### config.mk
export PLATFORM = sky130hd
export DESIGN_NAME = pbu_admission
export DESIGN_NICKNAME = d
export VERILOG_FILES = /design/src/hdl/pbu_pkg.sv /design/src/hdl/pbu_admission.sv /design/src/hdl/pbu_drop_cnt.sv /design/src/hdl/pbu_port_track.sv
export SDC_FILE = /design/constraint.sdc
export NUM_CORES = 1
export LEC_CHECK = 0
export ABC_AREA = 1
export BUFFER_PORTS_ARGS = -buffer_cell sky130_fd_sc_hd__clkbuf_2
export CORE_MARGIN = 5
export CORE_UTILIZATION = 55
export CTS_CLUSTER_DIAMETER = 40
export CTS_CLUSTER_SIZE = 40
export DETAILED_ROUTE_END_ITERATION = 16
export GPL_ROUTABILITY_DRIVEN = 1
export HOLD_SLACK_MARGIN = 0.06
export PLACE_DENSITY = 0.74
export SYNTH_ARGS = -nofsm -noshare
export SYNTH_HDL_FRONTEND = slang
export SYNTH_SLANG_ARGS = --single-unit
### constraint.sdc
create_clock -name pclk -period 3.77 [get_ports pclk]
set_clock_uncertainty 0.2 [all_clocks]
set_input_delay 0.754 -clock pclk [delete_from_list [all_inputs] [get_ports pclk]]
set_output_delay 0.754 -clock pclk [all_outputs]
set_load 0.01 [all_outputs]
### src/hdl/pbu_pkg.sv
// Constants and types shared by the packet buffer unit admission block
package pbu_pkg;

   // ==========================================================
   // Geometry
   localparam int NPORT = 3;
   localparam int DATA_W = 32;
   localparam int IDX_W = 14;
   localparam int USE_W = 9;
   localparam int LVL_W = 8;

   // ==========================================================
   // Register indices, byte address is four times the index
   localparam logic [13:0] IDX_CFG = 14'h1C00;
   localparam logic [13:0] IDX_DROP = 14'h1C01;
   localparam logic [13:0] IDX_PAUSE = 14'h1C02;
   localparam logic [13:0] IDX_RESUME = 14'h1C03;
   localparam logic [13:0] IDX_CNT_BASE = 14'h1C05;
   localparam logic [13:0] IDX_STAT = 14'h1C10;

   // ==========================================================
   // Field positions
   localparam int CFG_W = 7;
   localparam int CFG_TEST_BIT = 6;
   localparam int CFG_FIXPRIO_BIT = 5;
   localparam int CFG_PACE_LSB = 2;
   localparam int CFG_YEL_BIT = 1;
   localparam int CFG_RED_BIT = 0;
   localparam int LVL_REG_W = 16;
   localparam int LVL_MULTI_LSB = 8;
   localparam int LVL_SINGLE_LSB = 0;
   localparam int STAT_ACT_LSB = 0;
   localparam int STAT_PAUSED_LSB = 4;
   localparam int STAT_MULTI_BIT = 8;

   // ==========================================================
   // Reset values and counts
   localparam logic [6:0] CFG_RST = 7'h00;
   localparam logic [15:0] DROP_RST = 16'h4964;
   localparam logic [15:0] PAUSE_RST = 16'h213C;
   localparam logic [15:0] RESUME_RST = 16'h0307;
   localparam int ACTIVE_BUFS = 36;
   localparam int MULTI_PORTS = 2;
   localparam logic [31:0] CNT_TEST_VAL = 32'h07FF_FFFC;

   // ==========================================================
   // Register selection
   typedef enum logic [2:0] {
      SEL_NONE,
      SEL_CFG,
      SEL_DROP,
      SEL_PAUSE,
      SEL_RESUME,
      SEL_STAT
   } pbu_sel_t;

endpackage : pbu_pkg

### src/hdl/pbu_admission.sv
// APB register file and admission control of the packet buffer unit
`timescale 1ns/100ps
module pbu_admission #(
   parameter int AW = 16
) (
   input wire logic pclk,
   input wire logic presetn,
   input wire logic psel,
   input wire logic penable,
   input wire logic pwrite,
   input wire logic [AW-1:0] paddr,
   input wire logic [pbu_pkg::DATA_W-1:0] pwdata,
   output logic [pbu_pkg::DATA_W-1:0] prdata,
   output logic pready,
   output logic pslverr,
   input wire logic [pbu_pkg::NPORT-1:0] buf_alloc,
   input wire logic [pbu_pkg::NPORT-1:0] buf_free,
   input wire logic [pbu_pkg::NPORT-1:0] pkt_req,
   input wire logic [pbu_pkg::NPORT-1:0] pkt_red,
   input wire logic [pbu_pkg::NPORT-1:0] pkt_yel_hit,
   output logic [pbu_pkg::NPORT-1:0] pkt_drop,
   output logic [pbu_pkg::NPORT-1:0] pause_frame,
   output logic [pbu_pkg::NPORT-1:0] resume_frame,
   output logic [pbu_pkg::NPORT-1:0] port_paused,
   output logic fixed_prio_sel,
   output logic [pbu_pkg::NPORT-1:0] egress_pace_en,
   output logic yellow_discard_en,
   output logic red_discard_en,
   output logic cnt_test_mode
);
   import pbu_pkg::*;

   // ==========================================================
   // State
   typedef struct packed {
      logic [CFG_W-1:0] cfg;
      logic [LVL_REG_W-1:0] drop;
      logic [LVL_REG_W-1:0] pause;
      logic [LVL_REG_W-1:0] resume;
      logic [DATA_W-1:0] rdata;
      logic ready;
      logic slverr;
   } pbu_top_st_t;

   pbu_top_st_t st_r;
   pbu_top_st_t st_nxt;

   logic [NPORT-1:0] act;
   logic [1:0] n_act;
   logic multi;
   logic [LVL_W-1:0] drop_sel;
   logic [LVL_W-1:0] pause_sel;
   logic [LVL_W-1:0] resume_sel;
   logic [NPORT-1:0] cnt_clr;
   logic [DATA_W-1:0] cnt_val [NPORT];
   logic rd_cap;
   logic wr_done;
   pbu_sel_t sel;

   // Refused at elaboration: the map needs the full index plus byte bits
   if (AW < IDX_W + 2) begin : g_bad_aw
      $error("pbu_admission: AW too narrow for register map");
   end

   // ==========================================================
   // Decoding helpers
   function automatic pbu_sel_t reg_decode(input logic [AW-1:0] a);
      logic [AW-1:0] w;
      w = a >> 2;
      reg_decode = SEL_NONE;
      if (a[1:0] == 2'b00) begin
         if (w == AW'(IDX_CFG)) begin
            reg_decode = SEL_CFG;
         end else if (w == AW'(IDX_DROP)) begin
            reg_decode = SEL_DROP;
         end else if (w == AW'(IDX_PAUSE)) begin
            reg_decode = SEL_PAUSE;
         end else if (w == AW'(IDX_RESUME)) begin
            reg_decode = SEL_RESUME;
         end else if (w == AW'(IDX_STAT)) begin
            reg_decode = SEL_STAT;
         end
      end
   endfunction : reg_decode

   function automatic logic cnt_hit(input logic [AW-1:0] a, input int p);
      logic [AW-1:0] w;
      w = a >> 2;
      cnt_hit = (a[1:0] == 2'b00) && (w == AW'(IDX_CNT_BASE) + AW'(p));
   endfunction : cnt_hit

   // Pick the multi-port or single-port byte of a level register
   function automatic logic [LVL_W-1:0] lvl_pick(input logic [LVL_REG_W-1:0] v,
                                                 input logic m);
      lvl_pick = m ? v[LVL_MULTI_LSB +: LVL_W] : v[LVL_SINGLE_LSB +: LVL_W];
   endfunction : lvl_pick

   // ==========================================================
   // Active port count and threshold selection
   always_comb begin
      n_act = 2'b00;
      for (int p = 0; p < NPORT; p++) begin
         n_act = n_act + {1'b0, act[p]};
      end
   end

   // No active port uses the single-port set, as one active would
   assign multi = n_act >= 2'(MULTI_PORTS);
   assign drop_sel = lvl_pick(st_r.drop, multi);
   assign pause_sel = lvl_pick(st_r.pause, multi);
   assign resume_sel = lvl_pick(st_r.resume, multi);

   // ==========================================================
   // Per-port trackers and drop counters
   genvar gp;
   generate
      for (gp = 0; gp < NPORT; gp++) begin : g_port
         pbu_port_track #(
            .UW(USE_W)
         ) u_track (
            .pclk(pclk),
            .presetn(presetn),
            .buf_alloc(buf_alloc[gp]),
            .buf_free(buf_free[gp]),
            .pkt_req(pkt_req[gp]),
            .pkt_red(pkt_red[gp]),
            .pkt_yel_hit(pkt_yel_hit[gp]),
            .red_en(st_r.cfg[CFG_RED_BIT]),
            .yel_en(st_r.cfg[CFG_YEL_BIT]),
            .drop_lvl(drop_sel),
            .pause_lvl(pause_sel),
            .resume_lvl(resume_sel),
            .active(act[gp]),
            .paused(port_paused[gp]),
            .pause_frame(pause_frame[gp]),
            .resume_frame(resume_frame[gp]),
            .pkt_drop(pkt_drop[gp])
         );

         // Clear at capture so a drop in the same cycle is kept
         assign cnt_clr[gp] = rd_cap && cnt_hit(paddr, gp);

         pbu_drop_cnt #(
            .CW(DATA_W)
         ) u_cnt (
            .pclk(pclk),
            .presetn(presetn),
            .inc(pkt_drop[gp]),
            .rd_clr(cnt_clr[gp]),
            .test_mode(st_r.cfg[CFG_TEST_BIT]),
            .count(cnt_val[gp])
         );
      end
   endgenerate

   // ==========================================================
   // APB slave
   // Setup cycle captures read data and raises pready, so every
   // transfer has exactly one access cycle
   assign rd_cap = psel && !penable && !pwrite;
   assign wr_done = psel && penable && st_r.ready && pwrite;
   assign sel = reg_decode(paddr);

   always_comb begin
      st_nxt = st_r;
      st_nxt.ready = psel && !penable;
      st_nxt.slverr = 1'b0;
      if (psel && !penable) begin
         st_nxt.rdata = '0;
         st_nxt.slverr = 1'b1;
         if (sel != SEL_NONE) begin
            st_nxt.slverr = 1'b0;
         end
         case (sel)
            SEL_CFG: begin
               st_nxt.rdata = DATA_W'(st_r.cfg);
            end
            SEL_DROP: begin
               st_nxt.rdata = DATA_W'(st_r.drop);
            end
            SEL_PAUSE: begin
               st_nxt.rdata = DATA_W'(st_r.pause);
            end
            SEL_RESUME: begin
               st_nxt.rdata = DATA_W'(st_r.resume);
            end
            SEL_STAT: begin
               st_nxt.rdata[STAT_ACT_LSB +: NPORT] = act;
               st_nxt.rdata[STAT_PAUSED_LSB +: NPORT] = port_paused;
               st_nxt.rdata[STAT_MULTI_BIT] = multi;
            end
            default: begin
               st_nxt.rdata = '0;
            end
         endcase
         for (int p = 0; p < NPORT; p++) begin
            if (cnt_hit(paddr, p)) begin
               st_nxt.rdata = pwrite ? '0 : cnt_val[p];
               st_nxt.slverr = 1'b0;
            end
         end
      end
      // Writes land at the completing edge; read-only words ignore them
      if (wr_done) begin
         case (sel)
            SEL_CFG: begin
               st_nxt.cfg = pwdata[CFG_W-1:0];
            end
            SEL_DROP: begin
               st_nxt.drop = pwdata[LVL_REG_W-1:0];
            end
            SEL_PAUSE: begin
               st_nxt.pause = pwdata[LVL_REG_W-1:0];
            end
            SEL_RESUME: begin
               st_nxt.resume = pwdata[LVL_REG_W-1:0];
            end
            default: begin
               st_nxt.cfg = st_r.cfg;
            end
         endcase
      end
   end

   always_ff @(posedge pclk or negedge presetn) begin
      if (!presetn) begin
         st_r.cfg <= CFG_RST;
         st_r.drop <= DROP_RST;
         st_r.pause <= PAUSE_RST;
         st_r.resume <= RESUME_RST;
         st_r.rdata <= '0;
         st_r.ready <= 1'b0;
         st_r.slverr <= 1'b0;
      end else begin
         st_r <= st_nxt;
      end
   end

   // ==========================================================
   // Outputs straight from the register file
   assign prdata = st_r.rdata;
   assign pready = st_r.ready;
   assign pslverr = st_r.slverr;
   assign fixed_prio_sel = st_r.cfg[CFG_FIXPRIO_BIT];
   assign egress_pace_en = st_r.cfg[CFG_PACE_LSB +: NPORT];
   assign yellow_discard_en = st_r.cfg[CFG_YEL_BIT];
   assign red_discard_en = st_r.cfg[CFG_RED_BIT];
   assign cnt_test_mode = st_r.cfg[CFG_TEST_BIT];

   // ==========================================================
   // Checks
   logic w_fix;
   logic [NPORT-1:0] w_pace;
   assign w_fix = pwdata[CFG_FIXPRIO_BIT];
   assign w_pace = pwdata[CFG_PACE_LSB +: NPORT];
endmodule : pbu_admission

### src/hdl/pbu_drop_cnt.sv
// Saturating clear-on-read drop counter of one ingress port
`timescale 1ns/100ps
module pbu_drop_cnt #(
   parameter int CW = pbu_pkg::DATA_W
) (
   input wire logic pclk,
   input wire logic presetn,
   input wire logic inc,
   input wire logic rd_clr,
   input wire logic test_mode,
   output logic [CW-1:0] count
);
   import pbu_pkg::*;

   // ==========================================================
   // State
   typedef struct packed {
      logic [CW-1:0] cnt;
   } pbu_cnt_st_t;

   pbu_cnt_st_t st_r;
   pbu_cnt_st_t st_nxt;
   logic [CW-1:0] base;

   // Refused at elaboration below 28 bits; the test load value itself needs 27
   if (CW < 28 || CW > DATA_W) begin : g_bad_cw
      $error("pbu_drop_cnt: CW out of range");
   end

   // Read load first, then the event, so a drop in the read cycle never gets lost
   always_comb begin
      st_nxt = st_r;
      base = st_r.cnt;
      if (rd_clr) begin
         base = test_mode ? CW'(CNT_TEST_VAL) : '0;
      end
      if (inc && base != {CW{1'b1}}) begin
         base = base + CW'(1);
      end
      st_nxt.cnt = base;
   end

   always_ff @(posedge pclk or negedge presetn) begin
      if (!presetn) begin
         st_r <= '0;
      end else begin
         st_r <= st_nxt;
      end
   end

   assign count = st_r.cnt;
endmodule : pbu_drop_cnt

### src/hdl/pbu_port_track.sv
// Buffer usage tracker with drop, pause and resume decisions of one port
`timescale 1ns/100ps
module pbu_port_track #(
   parameter int UW = pbu_pkg::USE_W
) (
   input wire logic pclk,
   input wire logic presetn,
   input wire logic buf_alloc,
   input wire logic buf_free,
   input wire logic pkt_req,
   input wire logic pkt_red,
   input wire logic pkt_yel_hit,
   input wire logic red_en,
   input wire logic yel_en,
   input wire logic [pbu_pkg::LVL_W-1:0] drop_lvl,
   input wire logic [pbu_pkg::LVL_W-1:0] pause_lvl,
   input wire logic [pbu_pkg::LVL_W-1:0] resume_lvl,
   output logic active,
   output logic paused,
   output logic pause_frame,
   output logic resume_frame,
   output logic pkt_drop
);
   import pbu_pkg::*;

   // ==========================================================
   // State
   typedef struct packed {
      logic [UW-1:0] usage;
      logic active;
      logic paused;
      logic pause_frame;
      logic resume_frame;
      logic pkt_drop;
   } pbu_trk_st_t;

   pbu_trk_st_t st_r;
   pbu_trk_st_t st_nxt;
   logic over_drop;

   // Refused at elaboration: usage must reach every level value
   if (UW <= LVL_W) begin : g_bad_uw
      $error("pbu_port_track: UW must exceed level width");
   end

   // Levels and usage are both counted in 128-byte buffers
   assign over_drop = st_r.usage >= UW'(drop_lvl);

   always_comb begin
      st_nxt = st_r;
      st_nxt.pause_frame = 1'b0;
      st_nxt.resume_frame = 1'b0;
      // Usage saturates at both ends against a misbehaving allocator
      if (buf_alloc && !buf_free && st_r.usage != {UW{1'b1}}) begin
         st_nxt.usage = st_r.usage + UW'(1);
      end else if (buf_free && !buf_alloc && st_r.usage != '0) begin
         st_nxt.usage = st_r.usage - UW'(1);
      end
      st_nxt.active = st_nxt.usage >= UW'(ACTIVE_BUFS);
      // Hysteresis between pause and resume levels
      if (!st_r.paused && st_r.usage >= UW'(pause_lvl)) begin
         st_nxt.paused = 1'b1;
         st_nxt.pause_frame = 1'b1;
      end else if (st_r.paused && st_r.usage <= UW'(resume_lvl)) begin
         st_nxt.paused = 1'b0;
         st_nxt.resume_frame = 1'b1;
      end
      st_nxt.pkt_drop = pkt_req && (over_drop
         || (pkt_red && red_en)
         || (pkt_yel_hit && yel_en));
   end

   always_ff @(posedge pclk or negedge presetn) begin
      if (!presetn) begin
         st_r <= '0;
      end else begin
         st_r <= st_nxt;
      end
   end

   assign active = st_r.active;
   assign paused = st_r.paused;
   assign pause_frame = st_r.pause_frame;
   assign resume_frame = st_r.resume_frame;
   assign pkt_drop = st_r.pkt_drop;
endmodule : pbu_port_track

==> run metrics <==
DRC viols 0; reg2reg setup slack 0.20 ns; unrepaired setup endpoints after global routing no; Placed Instances 2838; sequential area share after synthesis 34.4%; flops & latches, synth 227; final net count 2643; crit path max fanout 34; area growth from synthesis to layout 12.0%; share of post-route cells with drive strength above 1 14.0%; uppermost layer routed met4; Clk pwr share 33.9%; die area 0.0337 mm²; ys async rst share 100%; Rows 63; # clock sinks 227; I/O pins 121; Crit path largest cell delay 0.59 ns; dpl hpwl 37.6 mm; Max Clock Freq 0.280 GHz; Bufs and invs on worst path 3; initial antenna violation count 0; ANT cells 0; Least-Margin Pin Slew 0.887 ns; grt ovf 0; RD Place Congestion 0.999; CP Capture Point g_port[0].u_track.pkt_drop; Clock Pin Slew Worst Setup and Hold Paths 0.07 ns; Lkg Pwr 9.60 nW; count leader, synth nand2_1; HP Class input port to register; global-route wire length before repair 78.7 mm; Period minus WS final 3.57 ns; Starting Density 55.8%; Vias/cell 5.46; 1st-iter DRT viols 1428; Post-synth top cells 985 x nand2_1, 210 x dfrtp_1, 207 x nor2_1, 190 x inv_1, 146 x o21ai_0; CTS tree yes; crit path capture type register; die width 184 µm; core area 0.0297 mm²; clock buffer count from CTS 39; setup TNS 0 ns; synth top area cells dfrtp_1 32%, nand2_1 22%, ha_1 6.4%; CTS Root Cell clkbuf_16; hold path cells 3; met3 routed WL 3.38 mm; post-synthesis cell count 2406; fillers 2710; Syn Area/Cell 6.90 µm²; top_reg_cell synth dfrtp_1; Tcrit/Tclk final 94.7%; crit-path leading delay family compound AO/OA/AOI/OAI gates; reg2reg end g_port[0].u_track.pkt_drop; stages on the worst setup path 15; final hold viol count 0; CP max-delay cell o21ai_0; net switching power 4.21 mW; crit-path cells ha_1 -> nand2_1 -> nand2_1 -> buf_12 -> o21ai_0 -> ha_1 -> a21oi_1 -> o211ai_1 -> nand3_1 -> nand2_1 -> nand3_1 -> a21boi_0 -> o21ai_0 -> buf_4 -> inv_1; peak supply drop 314 µV; critical path data arrival time 3.80 ns; worst r2r path cells 15; Synth area leader dfrtp_1; total track usage 28.9%; Worst setup SP type register; clk_lat worst skew 0.53 ns; Cell Count, Final, Fillers Out 2911; WS Path Type register to register; vias in the first global route 14.9k; M1 WL 22.5 mm; met2 WL 21.6 mm; status completed; r2r startpoint g_port[0].u_track.active; Yosys top cell area share 31.7%; wire per inst 16.9 µm; PD cells 570 mW/mm²; H-tree levels 2; mapped cell area 0.0166 mm²; largest net degree at the start of global routing 82; DIE HEIGHT 184 µm; drt first pass iters 6; Logic pwr share 35.8%; Distinct cells, synth 47; register area 0.00570 mm²; area of the multi-input gates 0.00934 mm²; Max Root-Sink Buffers 3; Int Pwr 6.38 mW; fin. max-slew vios 0; number of port buffers 104; normalized max-slew margin 40.3%; DRT Wirelength 49.2 mm; crit-path most repeated cell nand2_1; final setup fails 0; DR vias 15.9k; syn_nets 2559; Post-synth EDFFs 0; synth warn 0; Setup crit start g_port[0].u_track.active; Sw Share 39.8%; register share of total power 30.3%; Crit path required time 4.00 ns; post-detailed-route count of antenna-violating nets 0; number of max-cap violations 0
## routing by layer
layer / GRT usage (%) / vias to the layer above
met2: 44.3 / 555
met1: 42.2 / 7424
met4: 9.30 / 0
met3: 4.37 / 93
li1: - / 7821
met5: 0 / -
## kinds of logic after synthesis
group	synth area share [%]
simple gates	37.1
buf+inv	9.34
compound gates	8.39
flops	34.4
fa+ha+maj	6.41
xor+xnor	3.48
mux	0.882
## worst reg2reg max path: cells and delay by family (launching register included)
| kind | cells | cell delay (ns) |
|---|---|---|
| AO/OA/AOI/OAI | 5 | 1.32 |
| flip-flops | 1 | 0.39 |
| buffers and inverters | 3 | 0.46 |
| adder cells (fa/ha/maj) | 2 | 0.69 |
| AND/OR/NAND/NOR | 5 | 0.43 |
## repair_timing
item,CTS,global route
setup buffers,0,0
endpoints found under the setup margin,0,0
hold buffers,1,0
resized for setup,0,0
hold endpoints to repair,14,0
## power by group through the flow
| stage | clock network [mW] | registers, mW | logic (mW) |
|---|---|---|---|
| final | 3.59 | 3.21 | 3.79 |
| after global routing | 3.76 | 3.25 | 4.34 |
| after CTS | 3.63 | 3.20 | 3.77 |
| after detailed placement | 0 | 3.23 | 3.73 |
| after global placement | 0 | 3.22 | 3.59 |
| after floorplan | 0 | 3.07 | 2.89 |
## registers in the layout, summed over array words and instances, names as in the netlist
name / count
pready: 1
g_port.u_track.st_r: 27
egress_pace_en: 3
yellow_discard_en: 1
fixed_prio_sel: 1
prdata: 32
pslverr: 1
g_port.u_track.paused: 3
g_port.u_track.resume_frame: 3
g_port.u_track.pkt_drop: 3
g_port.u_cnt.count: 96
g_port.u_track.active: 3
g_port.u_track.pause_frame: 3
st_r: 48
red_discard_en: 1
cnt_test_mode: 1
## metrics by stage
stage               hold slack [ns]  power [mW]  area, µm²  setup WS, ns  util [%]
detailed placement            0.278        6.97      17200       -0.0114      58.0
finish                        0.254        10.6      18600         0.199      62.5
global route                  0.288        11.3      18600        0.0588      62.5
CTS                           0.258        10.6      18600         0.235      62.5
global placement              0.265        6.81      17200        0.0504      58.0
floorplan                     0.250        5.96      16600         0.720         -
## cell usage in the layout (no fill, tap or decap), types with 5 or more instances in the layout
cell       Yosys  routed
clkbuf_2       1     103
a221oi_1      16      16
ha_1          85      85
nor2_1       207     207
a31oi_1        7       7
nand2_4        5       5
nand3b_1      12      12
nor3_1        17      17
clkinv_4       0       5
a22oi_1        7       7
nand4_4        5       5
clkbuf_16      0      39
inv_6          0      10
xnor2_1       14      14
nand4_1       26      26
nand2_2       54      54
nand2_1      985     985
dfstp_2       17      17
xor2_1        52      52
o21ai_0      146     146
a21oi_1       44      44
inv_2          8       8
o22ai_1        7       7
nor2_2        18      18
mux2i_1        9       9
o211ai_1       7       7
buf_4         52      44
dfrtp_1      210     210
mux2_2         5       5
inv_1        190     190
nor2_4         9       9
nand3_1      103     103
## how the worst min path moves through the flow
stage | from | to
5_1_grt | pwdata[14] | st_r[80]
2_1_floorplan | prdata[10] | prdata[10]
6_report | pwdata[13] | st_r[63]
4_1_cts | pwdata[13] | st_r[63]
3_5_place_dp | prdata[13] | prdata[13]
3_3_place_gp | prdata[13] | prdata[13]
## final cells by class
cell class	instances	share of cell area, %
Clock buffer	42	5.36
Clock inverter	30	1.85
Sequential cell	227	30.7
Inverter	203	4.13
Multi-Input combinational cell	1866	50.2
Tap cell	390	2.63
Timing Repair Buffer	153	5.12
(Power assumes the default switching activity.)
